==> src/hw/fcs_consts.vh <==
`ifndef FCS_CONSTS_VH
`define FCS_CONSTS_VH
// register byte offsets
`define FCS_OFF_DIV       12'h000
`define FCS_OFF_OPT       12'h004
`define FCS_OFF_CFG       12'h008
`define FCS_OFF_PROT      12'h00C
`define FCS_OFF_STAT      12'h010
`define FCS_OFF_CMD       12'h014
`define FCS_OFF_ARRAY     12'h018
`define FCS_OFF_KEY       12'h01C
// field positions
`define FCS_CFG_MASK      8'hE0
`define FCS_CFG_KEYEN     5
`define FCS_ST_CBEF       7
`define FCS_ST_CCF        6
`define FCS_ST_PVIOL      5
`define FCS_ST_ACCERR     4
`define FCS_ST_BLANK      2
`define FCS_ST_MASK       8'hF4
`define FCS_DIV_PRE8      6
// command codes
`define FCS_CMD_BLANK     8'h05
`define FCS_CMD_BYTE      8'h20
`define FCS_CMD_BURST     8'h25
`define FCS_CMD_PAGE      8'h40
`define FCS_CMD_MASS      8'h41
// key window and security
`define FCS_KEY_LO        16'hFFB0
`define FCS_KEY_HI        16'hFFB7
`define FCS_SEC_UNSEC     2'h2
`define FCS_SEC_SECURE    2'h0
// array and timing
`define FCS_PAGE_BYTES    512
`define FCS_PREDIV        8
`define FCS_OP_PULSES     16'h0004
`endif

==> src/hw/fcs_flash_regs.v <==
// Behaviour
// - config upper three bits read/write, rest zero
// - key window writes start command if disabled
// - key enable makes key writes compare, invalid reads
// - protection byte loaded from storage at reset
// - protection readable, user writes ignored, debug writes
// - protect select sets unprotected end, refuse protected
// - disable bit zero protects, one protects nothing
// - status bits 3,1,0 read zero
// - buffer empty clears on non-burst launch or buffered burst
// - only burst buffered, empty flag shows room
// - complete flag sets when idle, clears launch
// - violation flag sets, command dropped, write-one clears
// - access error on sequence, divider, stop faults
// - access error cleared by writing one
// - blank flag set on erased blank check
// - command register write-only, reads zero, resets zero
// - five legal command codes recognised
// - 0x40 page erase, 0x41 mass erase
// - other codes illegal, set access error
// - blank check or key unlocks security code
// - timing clock is bus over prescale and divisor
`timescale 1ns/10ps
`include "fcs_consts.vh"
module fcs_flash_regs #(
    parameter AW = 16
) (
    input  wire          i_clock,
    input  wire          i_resetn,
    input  wire          i_psel,
    input  wire          i_penable,
    input  wire          i_pwrite,
    input  wire [11:0]   i_paddr,
    input  wire [31:0]   i_pwdata,
    output wire          o_pready,
    output wire          o_pslverr,
    output reg  [31:0]   o_prdata,
    input  wire [7:0]    i_nv_protection_byte,
    input  wire          i_bdm_prot_we,
    input  wire [7:0]    i_bdm_prot_data,
    input  wire          i_stop_req,
    input  wire          i_array_blank,
    input  wire          i_key_match,
    output reg           o_key_write,
    output reg  [7:0]    o_key_data,
    output wire          o_read_invalid,
    output wire [1:0]    o_security_state_code,
    output reg           o_op_start,
    output reg  [7:0]    o_op_cmd,
    output reg  [AW-1:0] o_op_addr,
    output reg  [7:0]    o_op_data,
    output reg           o_timing_pulse,
    output wire          o_busy
);
    localparam S_IDLE = 2'd0;
    localparam S_DATA = 2'd1;
    localparam S_CMD  = 2'd2;
    localparam E_IDLE = 1'b0;
    localparam E_RUN  = 1'b1;

    ////////////////////////////////////////////////////////////////////////
    // apb decode
    wire acc = i_psel && i_penable;
    wire wr  = acc && i_pwrite;
    assign o_pready  = 1'b1;
    reg    sel_div;
    reg    sel_cfg;
    reg    sel_stat;
    reg    sel_cmd;
    reg    sel_array;
    reg    hit;
    always @* begin
        sel_div   = 1'b0;
        sel_cfg   = 1'b0;
        sel_stat  = 1'b0;
        sel_cmd   = 1'b0;
        sel_array = 1'b0;
        hit       = 1'b1;
        if (i_paddr == `FCS_OFF_DIV)
            sel_div = 1'b1;
        else if (i_paddr == `FCS_OFF_CFG)
            sel_cfg = 1'b1;
        else if (i_paddr == `FCS_OFF_STAT)
            sel_stat = 1'b1;
        else if (i_paddr == `FCS_OFF_CMD)
            sel_cmd = 1'b1;
        else if (i_paddr == `FCS_OFF_ARRAY)
            sel_array = 1'b1;
        else if ((i_paddr != `FCS_OFF_OPT) && (i_paddr != `FCS_OFF_PROT) &&
                 (i_paddr != `FCS_OFF_KEY))
            hit = 1'b0; // unmapped offsets are refused
    end
    assign o_pslverr = acc && !hit;
    wire w_div   = wr && sel_div;
    wire w_cfg   = wr && sel_cfg;
    wire w_stat  = wr && sel_stat;
    wire w_cmd   = wr && sel_cmd;
    wire w_array = wr && sel_array;

    function is_legal;
        input [7:0] c;
        begin
            is_legal = (c == `FCS_CMD_BLANK) || (c == `FCS_CMD_BYTE) ||
                       (c == `FCS_CMD_BURST) || (c == `FCS_CMD_PAGE) ||
                       (c == `FCS_CMD_MASS);
        end
    endfunction

    function needs_prot;
        input [7:0] c;
        begin
            needs_prot = (c == `FCS_CMD_BYTE) || (c == `FCS_CMD_BURST) ||
                         (c == `FCS_CMD_PAGE) || (c == `FCS_CMD_MASS);
        end
    endfunction

    ////////////////////////////////////////////////////////////////////////
    // synchronise pin-level inputs
    reg [1:0] stop_s_r;
    reg [1:0] blank_s_r;
    always @(posedge i_clock) begin
        if (!i_resetn) begin
            stop_s_r  <= 2'h0;
            blank_s_r <= 2'h0;
        end else begin
            stop_s_r  <= {stop_s_r[0], i_stop_req};
            blank_s_r <= {blank_s_r[0], i_array_blank};
        end
    end
    wire stop_q  = stop_s_r[1];
    wire blank_q = blank_s_r[1];

    ////////////////////////////////////////////////////////////////////////
    // config, divider, protection
    reg [7:0] cfg_r;
    reg [6:0] div_r;
    reg       div_written_r;
    reg [7:0] prot_r;
    reg       prot_load_r;
    reg [1:0] sec_r;
    wire key_en = cfg_r[`FCS_CFG_KEYEN];
    assign o_read_invalid        = key_en;
    assign o_security_state_code = sec_r;

    always @(posedge i_clock) begin
        if (!i_resetn) begin
            cfg_r         <= 8'h00;
            div_r         <= 7'h00;
            div_written_r <= 1'b0;
            prot_r        <= 8'h00;
            prot_load_r   <= 1'b1;
        end else begin
            if (w_cfg)
                cfg_r <= i_pwdata[7:0] & `FCS_CFG_MASK;
            if (w_div && !div_written_r) begin
                div_r         <= i_pwdata[6:0];
                div_written_r <= 1'b1;
            end
            prot_load_r <= 1'b0;
            if (prot_load_r)
                prot_r <= i_nv_protection_byte;
            else if (i_bdm_prot_we)
                prot_r <= i_bdm_prot_data;
        end
    end

    // protected region: addresses above the selected end
    function prot_hit;
        input [7:0]    c;
        input [AW-1:0] a;
        reg   [AW-1:0] lim;
        begin
            lim = {prot_r[7:1], {(AW-7){1'b1}}};
            if (prot_r[0])
                prot_hit = 1'b0;
            else if (c == `FCS_CMD_MASS)
                prot_hit = 1'b1;
            else
                prot_hit = needs_prot(c) && (a > lim);
        end
    endfunction

    ////////////////////////////////////////////////////////////////////////
    // timing clock divider
    reg [2:0] pre_r;
    reg [5:0] dcnt_r;
    wire pre_tick = div_r[`FCS_DIV_PRE8] ? (pre_r == 3'h7) : 1'b1;
    always @(posedge i_clock) begin
        if (!i_resetn) begin
            pre_r          <= 3'h0;
            dcnt_r         <= 6'h00;
            o_timing_pulse <= 1'b0;
        end else begin
            pre_r          <= pre_r + 3'h1;
            o_timing_pulse <= 1'b0;
            if (pre_tick) begin
                if (dcnt_r >= div_r[5:0]) begin
                    dcnt_r         <= 6'h00;
                    o_timing_pulse <= 1'b1;
                end else begin
                    dcnt_r <= dcnt_r + 6'h01;
                end
            end
        end
    end

    ////////////////////////////////////////////////////////////////////////
    // command sequence and execution
    reg [1:0]    seq_r;
    reg [7:0]    cmd_r;
    reg [AW-1:0] addr_r;
    reg [7:0]    data_r;
    reg          buf_full_r;
    reg [7:0]    bcmd_r;
    reg [AW-1:0] baddr_r;
    reg [7:0]    bdata_r;
    reg          exe_r;
    reg [15:0]   pulse_r;
    reg          cbef_r;
    reg          ccf_r;
    reg          pviol_r;
    reg          accerr_r;
    reg          blank_r;

    wire in_key   = (i_pwdata[31:16] >= `FCS_KEY_LO) &&
                    (i_pwdata[31:16] <= `FCS_KEY_HI);
    wire key_wr   = w_array && key_en && in_key;
    wire launch   = w_stat && i_pwdata[`FCS_ST_CBEF] && cbef_r;
    wire seq_bad  = (w_array && !key_wr && seq_r != S_IDLE) ||
                    (w_cmd && seq_r != S_DATA) ||
                    (launch && seq_r != S_CMD);
    wire div_bad  = launch && !div_written_r;
    wire cmd_bad  = launch && !is_legal(cmd_r);
    wire pv_bad   = launch && !div_bad && !cmd_bad &&
                    prot_hit(cmd_r, addr_r);
    wire stop_bad = stop_q && exe_r;
    // only a burst may join a running burst
    wire buf_bad  = launch && exe_r && (cmd_r != `FCS_CMD_BURST);
    wire acc_set  = seq_bad || div_bad || cmd_bad || stop_bad || buf_bad;
    wire go       = launch && !acc_set && !pv_bad && !accerr_r && !pviol_r;
    wire done     = exe_r && (pulse_r == `FCS_OP_PULSES) && o_timing_pulse;
    assign o_busy = exe_r;

    always @(posedge i_clock) begin
        if (!i_resetn) begin
            seq_r      <= S_IDLE;
            cmd_r      <= 8'h00;
            addr_r     <= {AW{1'b0}};
            data_r     <= 8'h00;
            buf_full_r <= 1'b0;
            bcmd_r     <= 8'h00;
            baddr_r    <= {AW{1'b0}};
            bdata_r    <= 8'h00;
            exe_r      <= E_IDLE;
            pulse_r    <= 16'h0000;
            cbef_r     <= 1'b1;
            ccf_r      <= 1'b1;
            pviol_r    <= 1'b0;
            accerr_r   <= 1'b0;
            blank_r    <= 1'b0;
            sec_r      <= `FCS_SEC_SECURE;
            o_op_start <= 1'b0;
            o_op_cmd   <= 8'h00;
            o_op_addr  <= {AW{1'b0}};
            o_op_data  <= 8'h00;
            o_key_write <= 1'b0;
            o_key_data  <= 8'h00;
        end else begin
            o_op_start  <= 1'b0;
            o_key_write <= key_wr;
            if (key_wr)
                o_key_data <= i_pwdata[7:0];
            if (i_key_match)
                sec_r <= `FCS_SEC_UNSEC;
            // sequence tracking
            if (acc_set || pv_bad || go)
                seq_r <= S_IDLE;
            else if (w_array && !key_wr) begin
                seq_r  <= S_DATA;
                addr_r <= i_pwdata[AW+15:16];
                data_r <= i_pwdata[7:0];
            end else if (w_cmd) begin
                seq_r <= S_CMD;
                cmd_r <= i_pwdata[7:0];
            end
            if (go) begin
                ccf_r   <= 1'b0;
                blank_r <= 1'b0;
                if (exe_r) begin
                    // only burst joins a running burst
                    buf_full_r <= 1'b1;
                    bcmd_r     <= cmd_r;
                    baddr_r    <= addr_r;
                    bdata_r    <= data_r;
                    cbef_r     <= 1'b0;
                end else begin
                    exe_r      <= E_RUN;
                    pulse_r    <= 16'h0000;
                    o_op_start <= 1'b1;
                    o_op_cmd   <= cmd_r;
                    o_op_addr  <= addr_r;
                    o_op_data  <= data_r;
                    cbef_r     <= (cmd_r == `FCS_CMD_BURST);
                end
            end else if (done) begin
                if (o_op_cmd == `FCS_CMD_BLANK && blank_q) begin
                    blank_r <= 1'b1;
                    sec_r   <= `FCS_SEC_UNSEC;
                end
                if (buf_full_r) begin
                    buf_full_r <= 1'b0;
                    pulse_r    <= 16'h0000;
                    o_op_start <= 1'b1;
                    o_op_cmd   <= bcmd_r;
                    o_op_addr  <= baddr_r;
                    o_op_data  <= bdata_r;
                    cbef_r     <= 1'b1;
                end else begin
                    exe_r  <= E_IDLE;
                    cbef_r <= 1'b1;
                    ccf_r  <= 1'b1;
                end
            end else begin
                if (exe_r && o_timing_pulse)
                    pulse_r <= pulse_r + 16'h0001;
                if (stop_bad) begin
                    exe_r      <= E_IDLE;
                    buf_full_r <= 1'b0;
                    cbef_r     <= 1'b1;
                    ccf_r      <= 1'b1;
                end
                // a running non-burst keeps the launch off
                if (launch && exe_r && o_op_cmd != `FCS_CMD_BURST)
                    cbef_r <= cbef_r;
            end
            // set wins over clear on both error flags
            if (pv_bad)
                pviol_r <= 1'b1;
            else if (w_stat && i_pwdata[`FCS_ST_PVIOL])
                pviol_r <= 1'b0;
            if (acc_set)
                accerr_r <= 1'b1;
            else if (w_stat && i_pwdata[`FCS_ST_ACCERR])
                accerr_r <= 1'b0;
        end
    end

    ////////////////////////////////////////////////////////////////////////
    // read mux
    wire [7:0] stat_v = {cbef_r, ccf_r, pviol_r, accerr_r, 1'b0,
                         blank_r, 2'b00} & `FCS_ST_MASK;
    always @(posedge i_clock) begin
        if (!i_resetn)
            o_prdata <= 32'h00000000;
        else if (i_psel && !i_penable && !i_pwrite) begin
            if (i_paddr == `FCS_OFF_DIV)
                o_prdata <= {24'h000000, div_written_r, div_r};
            else if (i_paddr == `FCS_OFF_OPT)
                o_prdata <= {30'h0000000, sec_r};
            else if (i_paddr == `FCS_OFF_CFG)
                o_prdata <= {24'h000000, cfg_r};
            else if (i_paddr == `FCS_OFF_PROT)
                o_prdata <= {24'h000000, prot_r};
            else if (i_paddr == `FCS_OFF_STAT)
                o_prdata <= {24'h000000, stat_v};
            else if (i_paddr == `FCS_OFF_CMD)
                o_prdata <= 32'h00000000;
            else
                o_prdata <= 32'h00000000;
        end
    end
endmodule // fcs_flash_regs

==> config.mk <==
export PLATFORM = sky130hd
export DESIGN_NAME = fcs_flash_regs
export DESIGN_NICKNAME = d
export VERILOG_FILES = /design/src/hw/fcs_flash_regs.v
export VERILOG_INCLUDE_DIRS = /design/src /design/src/hw
export SDC_FILE = /design/constraint.sdc
export NUM_CORES = 1
export LEC_CHECK = 0
export ABC_AREA = 1
export ABC_CLOCK_PERIOD_IN_PS = 2900
export BUFFER_PORTS_ARGS = -buffer_cell sky130_fd_sc_hd__buf_2
export CAP_MARGIN = 20
export CELL_PAD_IN_SITES_DETAIL_PLACEMENT = 2
export CELL_PAD_IN_SITES_GLOBAL_PLACEMENT = 2
export CORE_UTILIZATION = 31
export CTS_CLUSTER_SIZE = 8
export DETAILED_ROUTE_END_ITERATION = 8
export PLACE_DENSITY = 0.85
export REMOVE_ABC_BUFFERS = 1
export SYNTH_ARGS = -nofsm -noshare
export SYNTH_HDL_FRONTEND = slang
export SYNTH_SLANG_ARGS = --single-unit
==> constraint.sdc <==
create_clock -name i_clock -period 2.9 [get_ports i_clock]
set_input_delay 0.58 -clock i_clock [delete_from_list [all_inputs] [get_ports i_clock]]
set_output_delay 0.58 -clock i_clock [all_outputs]
set_load 0.01 [all_outputs]
-- Yosys cells after proc, flatten, opt, wreduce, memory -nomap -nowiden
Cells that the tools add are included.
- logic and storage cells: 242
- bits in registers: 199
- input port bits: 69
- output and inout bits: 81
- $lt $le $gt $ge: 4
- reduce and logical (&&, ||, !) cells: 92
- equal/unequal tests: 26
- multiplexer cells: 80
- bitwise operators: 3
- $add $sub $neg: 3
- operators by type and width (cell ; count):
    $mux 16 ; 9
    $mux 8 ; 15
    $mux 1 ; 51
    $logic_and 1x1->1 ; 42
    $eq 12x5->1 const B ; 3
    $eq 12x4->1 const B ; 2
    $add 16x1->16 const B ; 1
    $eq 16x3->1 const B ; 1
    $eq 8x3->1 const B ; 2
    $eq 8x6->1 const B ; 2
    $eq 8x7->1 const B ; 2
    $ge 16x16->1 const B ; 1
    $gt 16x16->1 ; 1
    $le 16x16->1 const B ; 1
    $ne 8x6->1 const B ; 2
    $logic_or 1x1->1 ; 15
    $reduce_and 2->1 ; 7
    $reduce_bool 2->1 ; 7
    $eq 12x3->1 const B ; 1
    $logic_not 1->1 ; 12
    $logic_not 12->1 ; 1
    $ne 12x3->1 const B ; 1
    $ne 12x4->1 const B ; 1
    $ne 12x5->1 const B ; 1
    14 further kinds ; 27

-- Longest topological paths before layout
Gate-level depths: netlist (run 1).
- word-level depth: 26
- mapped depth: 17
- gate-level depth less buffers: 16

-- Worst setup path before layout (run 1)
No wires, ideal clock.
- path type: input to register
- start point: in i_paddr[11]
- end point: reg pulse_r[10]
- buffers on the path: 2
- arrival: 2.091 ns
- setup time: 0.113 ns
- path slack: 0.696 ns
- stages on the path: 13
- cell sequence: nor2_1 nand2_1 nor2_4 nand3_1 nand3b_4 nor3_4 nand3_2 nand2_1 nand2_1 buf_4 buf_6 nor2_1 nor2_1
- longest elaborated chain between the ends: 25
- RTL lines (element ; RTL line ; text):
    from (decl) ; fcs_flash_regs.v:33 ; input wire [11:0] i_paddr,
    $eq 12x5->1 (no line) ; -- ;
    $mux 1 ; fcs_flash_regs.v:87 ; else if (i_paddr == `FCS_OFF_ARRAY)
    $mux 1 ; fcs_flash_regs.v:85 ; else if (i_paddr == `FCS_OFF_CMD)
    $mux 1 ; fcs_flash_regs.v:83 ; else if (i_paddr == `FCS_OFF_STAT)
    $mux 1 ; fcs_flash_regs.v:81 ; else if (i_paddr == `FCS_OFF_CFG)
    $mux 1 ; fcs_flash_regs.v:79 ; if (i_paddr == `FCS_OFF_DIV)
    $logic_and 1x1->1 ; fcs_flash_regs.v:98 ; wire w_array = wr && sel_array;
    $logic_and 1x1->1 (2 in a row) ; fcs_flash_regs.v:227 ; wire key_wr = w_array && key_en && in_key;
    [3 not listed] ; -- ;
    $logic_or 1x1->1 ; fcs_flash_regs.v:229 ; wire seq_bad = (w_array && !key_wr && seq_r != S_IDLE) ||
    $logic_or 1x1->1 ; fcs_flash_regs.v:230 ; (w_cmd && seq_r != S_DATA) ||
    $logic_or 1x1->1 (4 in a row) ; fcs_flash_regs.v:239 ; wire acc_set = seq_bad || div_bad || cmd_bad || stop_bad || buf_bad;
    $logic_not 1->1 ; fcs_flash_regs.v:240 ; wire go = launch && !acc_set && !pv_bad && !accerr_r && !pviol_r;
    $logic_and 1x1->1 ; fcs_flash_regs.v:240 ;
    $logic_and 1x1->1 * (3 in a row) ; fcs_flash_regs.v:240 ;
    $ne 3x3->1 (no line) (tied with other cells) ; -- ;
    $reduce_and 3->1 (no line) ; -- ;
    to (signal assigned) ; fcs_flash_regs.v:325 ; pulse_r <= pulse_r + 16'h0001;
    to (decl) ; fcs_flash_regs.v:218 ; reg [15:0] pulse_r;
Every way passes the cells marked *; elsewhere a longest branch is shown, timed or not.
A chain may end at the register's enable or synchronous reset.

-- Final worst setup path (run 1)
- start point: reg prot_r[7]
- end point: reg pulse_r[0]
- longest elaborated chain between the ends: 11
- RTL lines (element ; RTL line ; text):
    from (decl) ; fcs_flash_regs.v:138 ; reg [7:0] prot_r;
    from (signal assigned) ; fcs_flash_regs.v:161 ; prot_r <= i_nv_protection_byte;
    from (signal assigned) ; fcs_flash_regs.v:163 ; prot_r <= i_bdm_prot_data;
    $gt 16x16->1 * ; fcs_flash_regs.v:179 ; prot_hit = needs_prot(c) && (a > lim);
    $logic_and 1x1->1 * ; fcs_flash_regs.v:179 ;
    $mux 1 * ; fcs_flash_regs.v:176 ; else if (c == `FCS_CMD_MASS)
    $mux 1 * ; fcs_flash_regs.v:174 ; if (prot_r[0])
    $logic_and 1x1->1 * ; fcs_flash_regs.v:234 ; wire pv_bad = launch && !div_bad && !cmd_bad &&
    $logic_not 1->1 * ; fcs_flash_regs.v:240 ;
    $logic_and 1x1->1 * (3 in a row) ; fcs_flash_regs.v:240 ;
    $ne 3x3->1 (no line) (tied with other cells) ; -- ;
    $reduce_and 3->1 (no line) ; -- ;
Marks and branches as above.

==> flow_summary.ini, run 1 <==
[cts]
cts_sinks = 175
ctsHoldBuffers = 0
cts_setup_buffers = 0
insertion_delay_ns = 0.45
numCtsBuffers = 17
cts_resized = 0
clockBufferDepth = 2
clkTransAtPathRegs_ns = 0.07
cts_root_buffer = clkbuf_16
htreeDepth = 4
tritoncts = built

[grt]
grt_overflow_total = 0
grt_max_degree = 52
grt_pass1_wl_mm = 52.9
antenna_found_initial = 0
grt_usage_pct = 23.6
grt_pass1_vias = 10000

[timing]
clock.fmax_mhz = 360
fin_setup_tns_ns = 0
worst_slack_ns = 0.122
hold_violations = 0
whs_ns = 0.318
worst_pin_slew_ns = 0.602
fin_crit_sh_pct = 95.8
slew_viol_final = 0
max_slew_margin_pct = 59.5
clock_skew_ns = 0.0122
period_needed_ns = 2.78
setup_violations = 0

[drt]
avgViaCountPerCell = 4.99
vias = 8963
remaining_drc_errors = 0
drtIter0Drc = 355
wl_per_cell_um = 18.4
ant_nets = 0
wirelength_mm = 33.1
drtPass1Iterations = 5

[logic_synthesis]
yosys_warnings = 0
syn-instance-count = 1301
synth_edf_count = 0
syn_area_um2 = 8850
synth_compound_area_share_pct = 10.1
synth_top_family_by_area = simple AND/OR/NAND/NOR gates
async_reset_ff_share_pct = 0
synth_adder_area_share_pct = 2.54
synth_top_area_cell = dfxtp_1
synthMuxAreaShare_pct = 0
synth_xor_area_share_pct = 1.78
synth_flop_cell = dfxtp_1
yosysTopAreaCellShare_pct = 39.6
yosys_register_bits = 175
yosysSeqAreaShare_pct = 39.6
ys_types = 42
yosys.area_share.simple_pct = 33.4
netlist_top_cells_area = dfxtp_1 (40%), nand2_1 (13%), nor2_1 (8.9%)
synth_area_per_cell_um2 = 6.80

[die]
std_cell_rows = 61
dieHeight_um = 171
die_x_um = 171
start_util_pct = 31.7
dieArea_um2 = 29200
core_area_um2 = 27900
ios = 150

[final_layout]
nets = 1492
synthToLayoutAreaGrowth_pct = 17.1
layout_commonest_cell = nand2_1
final_cell_mix = nand2_1 (307), nor2_1 (209), dfxtp_1 (175), inv_1 (159), buf_2 (115)
diodes = 0
fin_area_um2 = 10400
fill_cells = 3448
layout-drive-gt1-share_pct = 14.6

[power_and_ir_drop]
power_uw = 4900
power_per_cell_area_nw_per_um2 = 472
ir_drop_v = 0.000397
power.leakage_uw = 0.00504

[setup_path]
path_cells = inv_1, ha_1, nand2_1, nor2_2, nand2_1, nor3_1, a21oi_1, nand2_1, nand2_1, nand2_4, nand3_2, buf_4, nand2_1, buf_6, nor2_1, nor2_1, nor2_1
crit_path_start = prot_r[7]$_SDFFE_PN0P_
critPathMaxFanout = 12
crit_arrival_ns = 3.11
worst_path_largest_cell_delay_ns = 0.33
r2r_start = prot_r[7]$_SDFFE_PN0P_
path_delay_family = simple AND/OR/NAND/NOR gates
endpoint_kind = flop
crit_slowest_cell = ha_1
r2r-end = pulse_r[0]$_SDFFE_PN0P_
ff2ff_path_depth = 17
required_ns = 3.24
cp_num_buf_inv = 3
critical_path_class = reg -> reg
crit_path_start_kind = flop
path_common_cell = nand2_1
reg2reg_slack_ns = 0.12

[place]
gp_congestion = 0.812
hpwl_mm = 22.7
placed_area_um2 = 9810
io_buffer_count = 116
post-place-ws_ns = -0.00202

[flow_run]
drv_cap = 0

[min_path]
hold_start = i_array_blank
hold_path_class = in -> reg
min_to = blank_s_r[0]$_SDFF_PN0_
hold-path-cell-count = 3

[run_status]
status = complete, no violations
metrics by stage:
stage | utilization, % | instances
floorplan | - | 1238
global placement | 35.1 | 1764
detailed placement | 35.1 | 1764
CTS | 37.0 | 1795
finish | 37.1 | 1795
global route | 37.1 | 1795
Yosys cell counts (2+ instances only):
| library cell | number |
|---|---|
| a211oi_1 | 9 |
| a21oi_1 | 56 |
| a31oi_1 | 4 |
| a41oi_1 | 2 |
| buf_1 | 4 |
| buf_2 | 28 |
| buf_4 | 27 |
| buf_6 | 4 |
| clkbuf_1 | 23 |
| conb_1 | 2 |
| dfxtp_1 | 175 |
| ha_1 | 18 |
| inv_1 | 159 |
| inv_2 | 4 |
| nand2_1 | 308 |
| nand2_2 | 2 |
| nand3_1 | 69 |
| nand3_2 | 3 |
| nand3_4 | 2 |
| nand4_1 | 45 |
| nor2_1 | 210 |
| nor2_2 | 7 |
| nor2_4 | 4 |
| nor3_1 | 19 |
| nor4_1 | 6 |
| o2111ai_1 | 2 |
| o211ai_1 | 21 |
| o21a_1 | 6 |
| o21ai_0 | 44 |
| o21ai_1 | 10 |
| xnor2_1 | 2 |
| xor2_1 | 16 |
final cells by class:
class | instances | area [um^2] | area share [%]
multi-input cells | 900 | 4340 | 41.9
flip-flops and latches | 175 | 3500 | 33.8
repair buffers | 148 | 893 | 8.62
inverters | 163 | 612 | 5.90
well taps | 378 | 473 | 4.56
clock buffers | 19 | 433 | 4.18
clock inverters | 12 | 106 | 1.03
kinds of logic (layout without fill, tap and decap cells):
family / count (synthesis) / in the layout
compound gates: 156 / 156
xor+xnor: 18 / 18
fa+ha+maj: 18 / 18
buf+inv: 249 / 342
flops: 175 / 175
other cells: 2 / 25
simple gates: 683 / 683
state kept, by name, summed over array words and instances, names as in the netlist, 6 cells and up:
name and count:
addr_r 16, baddr_r 16, o_op_addr 16, pulse_r 16
bcmd_r 8, bdata_r 8, cmd_r 8, data_r 8
o_key_data 8, o_op_cmd 8, o_op_data 8, o_prdata 8
prot_r 8, div_r 7, dcnt_r 6
power by group:
part / internal (uW) / total (uW) / switching, uW
clock network: 1120 / 2230 / 1110
logic: 67.9 / 228 / 160
registers: 2420 / 2440 / 15.9
total: 3610 / 4900 / 1290
per-layer routing:
metal	share of wire (%)	vias to the layer above	GRT usage [%]
met3	3.2	61	3.72
met5	0	-	0
li1	-	4293	-
met2	51	165	43.0
met1	43	4444	27.2
met4	2.9	0	9.82
worst max-delay path by stage:
stage                                to  slack, ns  cells past startpoint
2_1_floorplan  o_op_cmd[1]$_SDFFE_PN0P_      -0.77                     11
3_3_place_gp   o_op_cmd[7]$_SDFFE_PN0P_        0.1                     14
3_5_place_dp   o_op_cmd[7]$_SDFFE_PN0P_     -0.002                     14
4_1_cts        o_op_cmd[7]$_SDFFE_PN0P_       0.02                     17
5_1_grt         pulse_r[7]$_SDFFE_PN0P_      -0.01                     17
6_report        pulse_r[0]$_SDFFE_PN0P_       0.12                     17
tightest hold or removal path: stages:
cell	delay (ns)
buf_2	0.08
nand2_1	0.04
inv_1	0.04
Note: power is estimated with default switching activity, not from simulation.
==> inputs of run 2 (changes only) <==
Settings changed: ABC_CLOCK_PERIOD_IN_PS 2900 to 2400, CORE_UTILIZATION 31 to 28, PLACE_DENSITY 0.85 to 0.81.
Clock period 2.9 ns to 2.4 ns, I/O delays scaled along.
==> flow_summary.ini, run 2 (same netlist as run 1, synthesis figures left out) <==
[timing]
worst_slack_ns = -0.283
slew_viol_final = 0
worst_pin_slew_ns = 0.636
fin_crit_sh_pct = 112
setup_violations = 118
clock_skew_ns = 0.0194
hold_violations = 0
fin_setup_tns_ns = -17.42
rsz0062_at_grt = true
period_needed_ns = 2.68
max_slew_margin_pct = 57.2
clock.fmax_mhz = 373

[run_status]
violations = design-rule violations, negative setup slack
status = finished with violations

[flow_run]
drv_cap = 0

[grt]
antenna_found_initial = 0
grt_overflow_total = 0
grt_pass1_wl_mm = 59.3
grt_max_degree = 45
grt_pass1_vias = 10600
grt_usage_pct = 23.5

[cts]
cts_root_buffer = clkbuf_16
insertion_delay_ns = 0.47
htreeDepth = 4
clockBufferDepth = 2
cts_sinks = 175
tritoncts = built
numCtsBuffers = 17
clkTransAtPathRegs_ns = 0.08

[drt]
avgViaCountPerCell = 5.19
drtPass1Iterations = 7
remaining_drc_errors = 5
wl_per_cell_um = 23.6
drtIter0Drc = 589
wirelength_mm = 45.2
vias = 9939
ant_nets = 0

[setup_path]
crit_path_start_kind = flop
critPathMaxFanout = 17
required_ns = 2.79
endpoint_kind = flop
crit_arrival_ns = 3.07
critical_path_class = reg -> reg

[final_layout]
synthToLayoutAreaGrowth_pct = 38.1
nets = 1592
layout-drive-gt1-share_pct = 30.4
final_cell_mix = nand2_1 (255), nor2_1 (182), dfxtp_1 (164), inv_1 (148), buf_2 (115)
diodes = 0
layout_commonest_cell = nand2_1
finalNonFillerCells = 1914

[min_path]
hold_path_class = in -> reg

[die]
dieArea_um2 = 32300
dieHeight_um = 180
ios = 150
core_area_um2 = 30800
die_x_um = 180
std_cell_rows = 64
start_util_pct = 28.7

[place]
hpwl_mm = 24.9
dp.cells = 1847
gp_congestion = 0.861
post-place-ws_ns = -0.348
io_buffer_count = 116

[power_and_ir_drop]
power.leakage_uw = 0.00579
power_per_cell_area_nw_per_um2 = 529
power_uw = 6470
ir_drop_v = 0.000487
[run 2: what timing repair did]
action | 4_1_cts | 5_1_grt
pin swaps | 17 | 44
hold buffers | 0 | 0
gates resized for setup | 63 | 170
cloned | 3 | 9
endpoints found under the setup margin | 115 | 118
setup buffers | 16 | 9
[run 2: per-layer routing]
metal,up-vias,track usage [%],share of wire [%]
li1,4504,-,-
met1,4950,26.6,39
met2,340,43.3,51
met3,145,3.59,3.8
met4,0,10.8,5.8
met5,-,0,0
[run 2: path summary, 6_finish.rpt]
kind,end,slack [ns],depth (start not counted),from
min reg2reg,pre_r[0]$_SDFF_PN0_,0.42,1,pre_r[0]$_SDFF_PN0_
min,blank_s_r[0]$_SDFF_PN0_,0.21,3,i_array_blank
max,o_op_data[6]$_SDFFE_PN0P_,-0.28,16,prot_r[2]$_SDFFE_PN0P_
max reg2reg,o_op_data[6]$_SDFFE_PN0P_,-0.28,16,prot_r[2]$_SDFFE_PN0P_
[run 2: final cells by class]
| class | count | area [um^2] |
|---|---|---|
| clock inverters | 14 | 189 |
| fillers | 3500 | 18600 |
| repair buffers | 248 | 1980 |
| flip-flops and latches | 175 | 3520 |
| inverters | 163 | 616 |
| well taps | 396 | 495 |
| clock buffers | 18 | 439 |
| multi-input cells | 900 | 4990 |
[run 2: power by group]
part | total, uW | internal [uW] | switching, uW
Combinational | 387 | 140 | 247
Sequential | 2940 | 2930 | 18.3
Clock | 3140 | 1630 | 1510
Total | 6470 | 4700 | 1770
[run 2: worst max-delay path, cell delays in order, from the launching register on]
cell and delay, ns:
dfxtp_2 0.34, inv_2 0.09, ha_4 0.32, nand2_1 0.08, nor2_2 0.12, nand2_2 0.10
nor3_4 0.21, a21oi_4 0.06, nand2_2 0.07, nand2_2 0.07, nand2_4 0.12, buf_4 0.14
nand4_1 0.20, buf_6 0.25, nand3_1 0.14, nand2_1 0.10, nor2_1 0.18
[run 2: metrics by stage]
step	area, um^2	hold WS (ns)	util [%]
finish	12200	0.214	39.7
CTS	11400	0.207	37.0
global route	12200	0.224	39.7
global placement	10400	0.404	33.6
floorplan	8450	0.390	-
detailed placement	10400	0.416	33.6
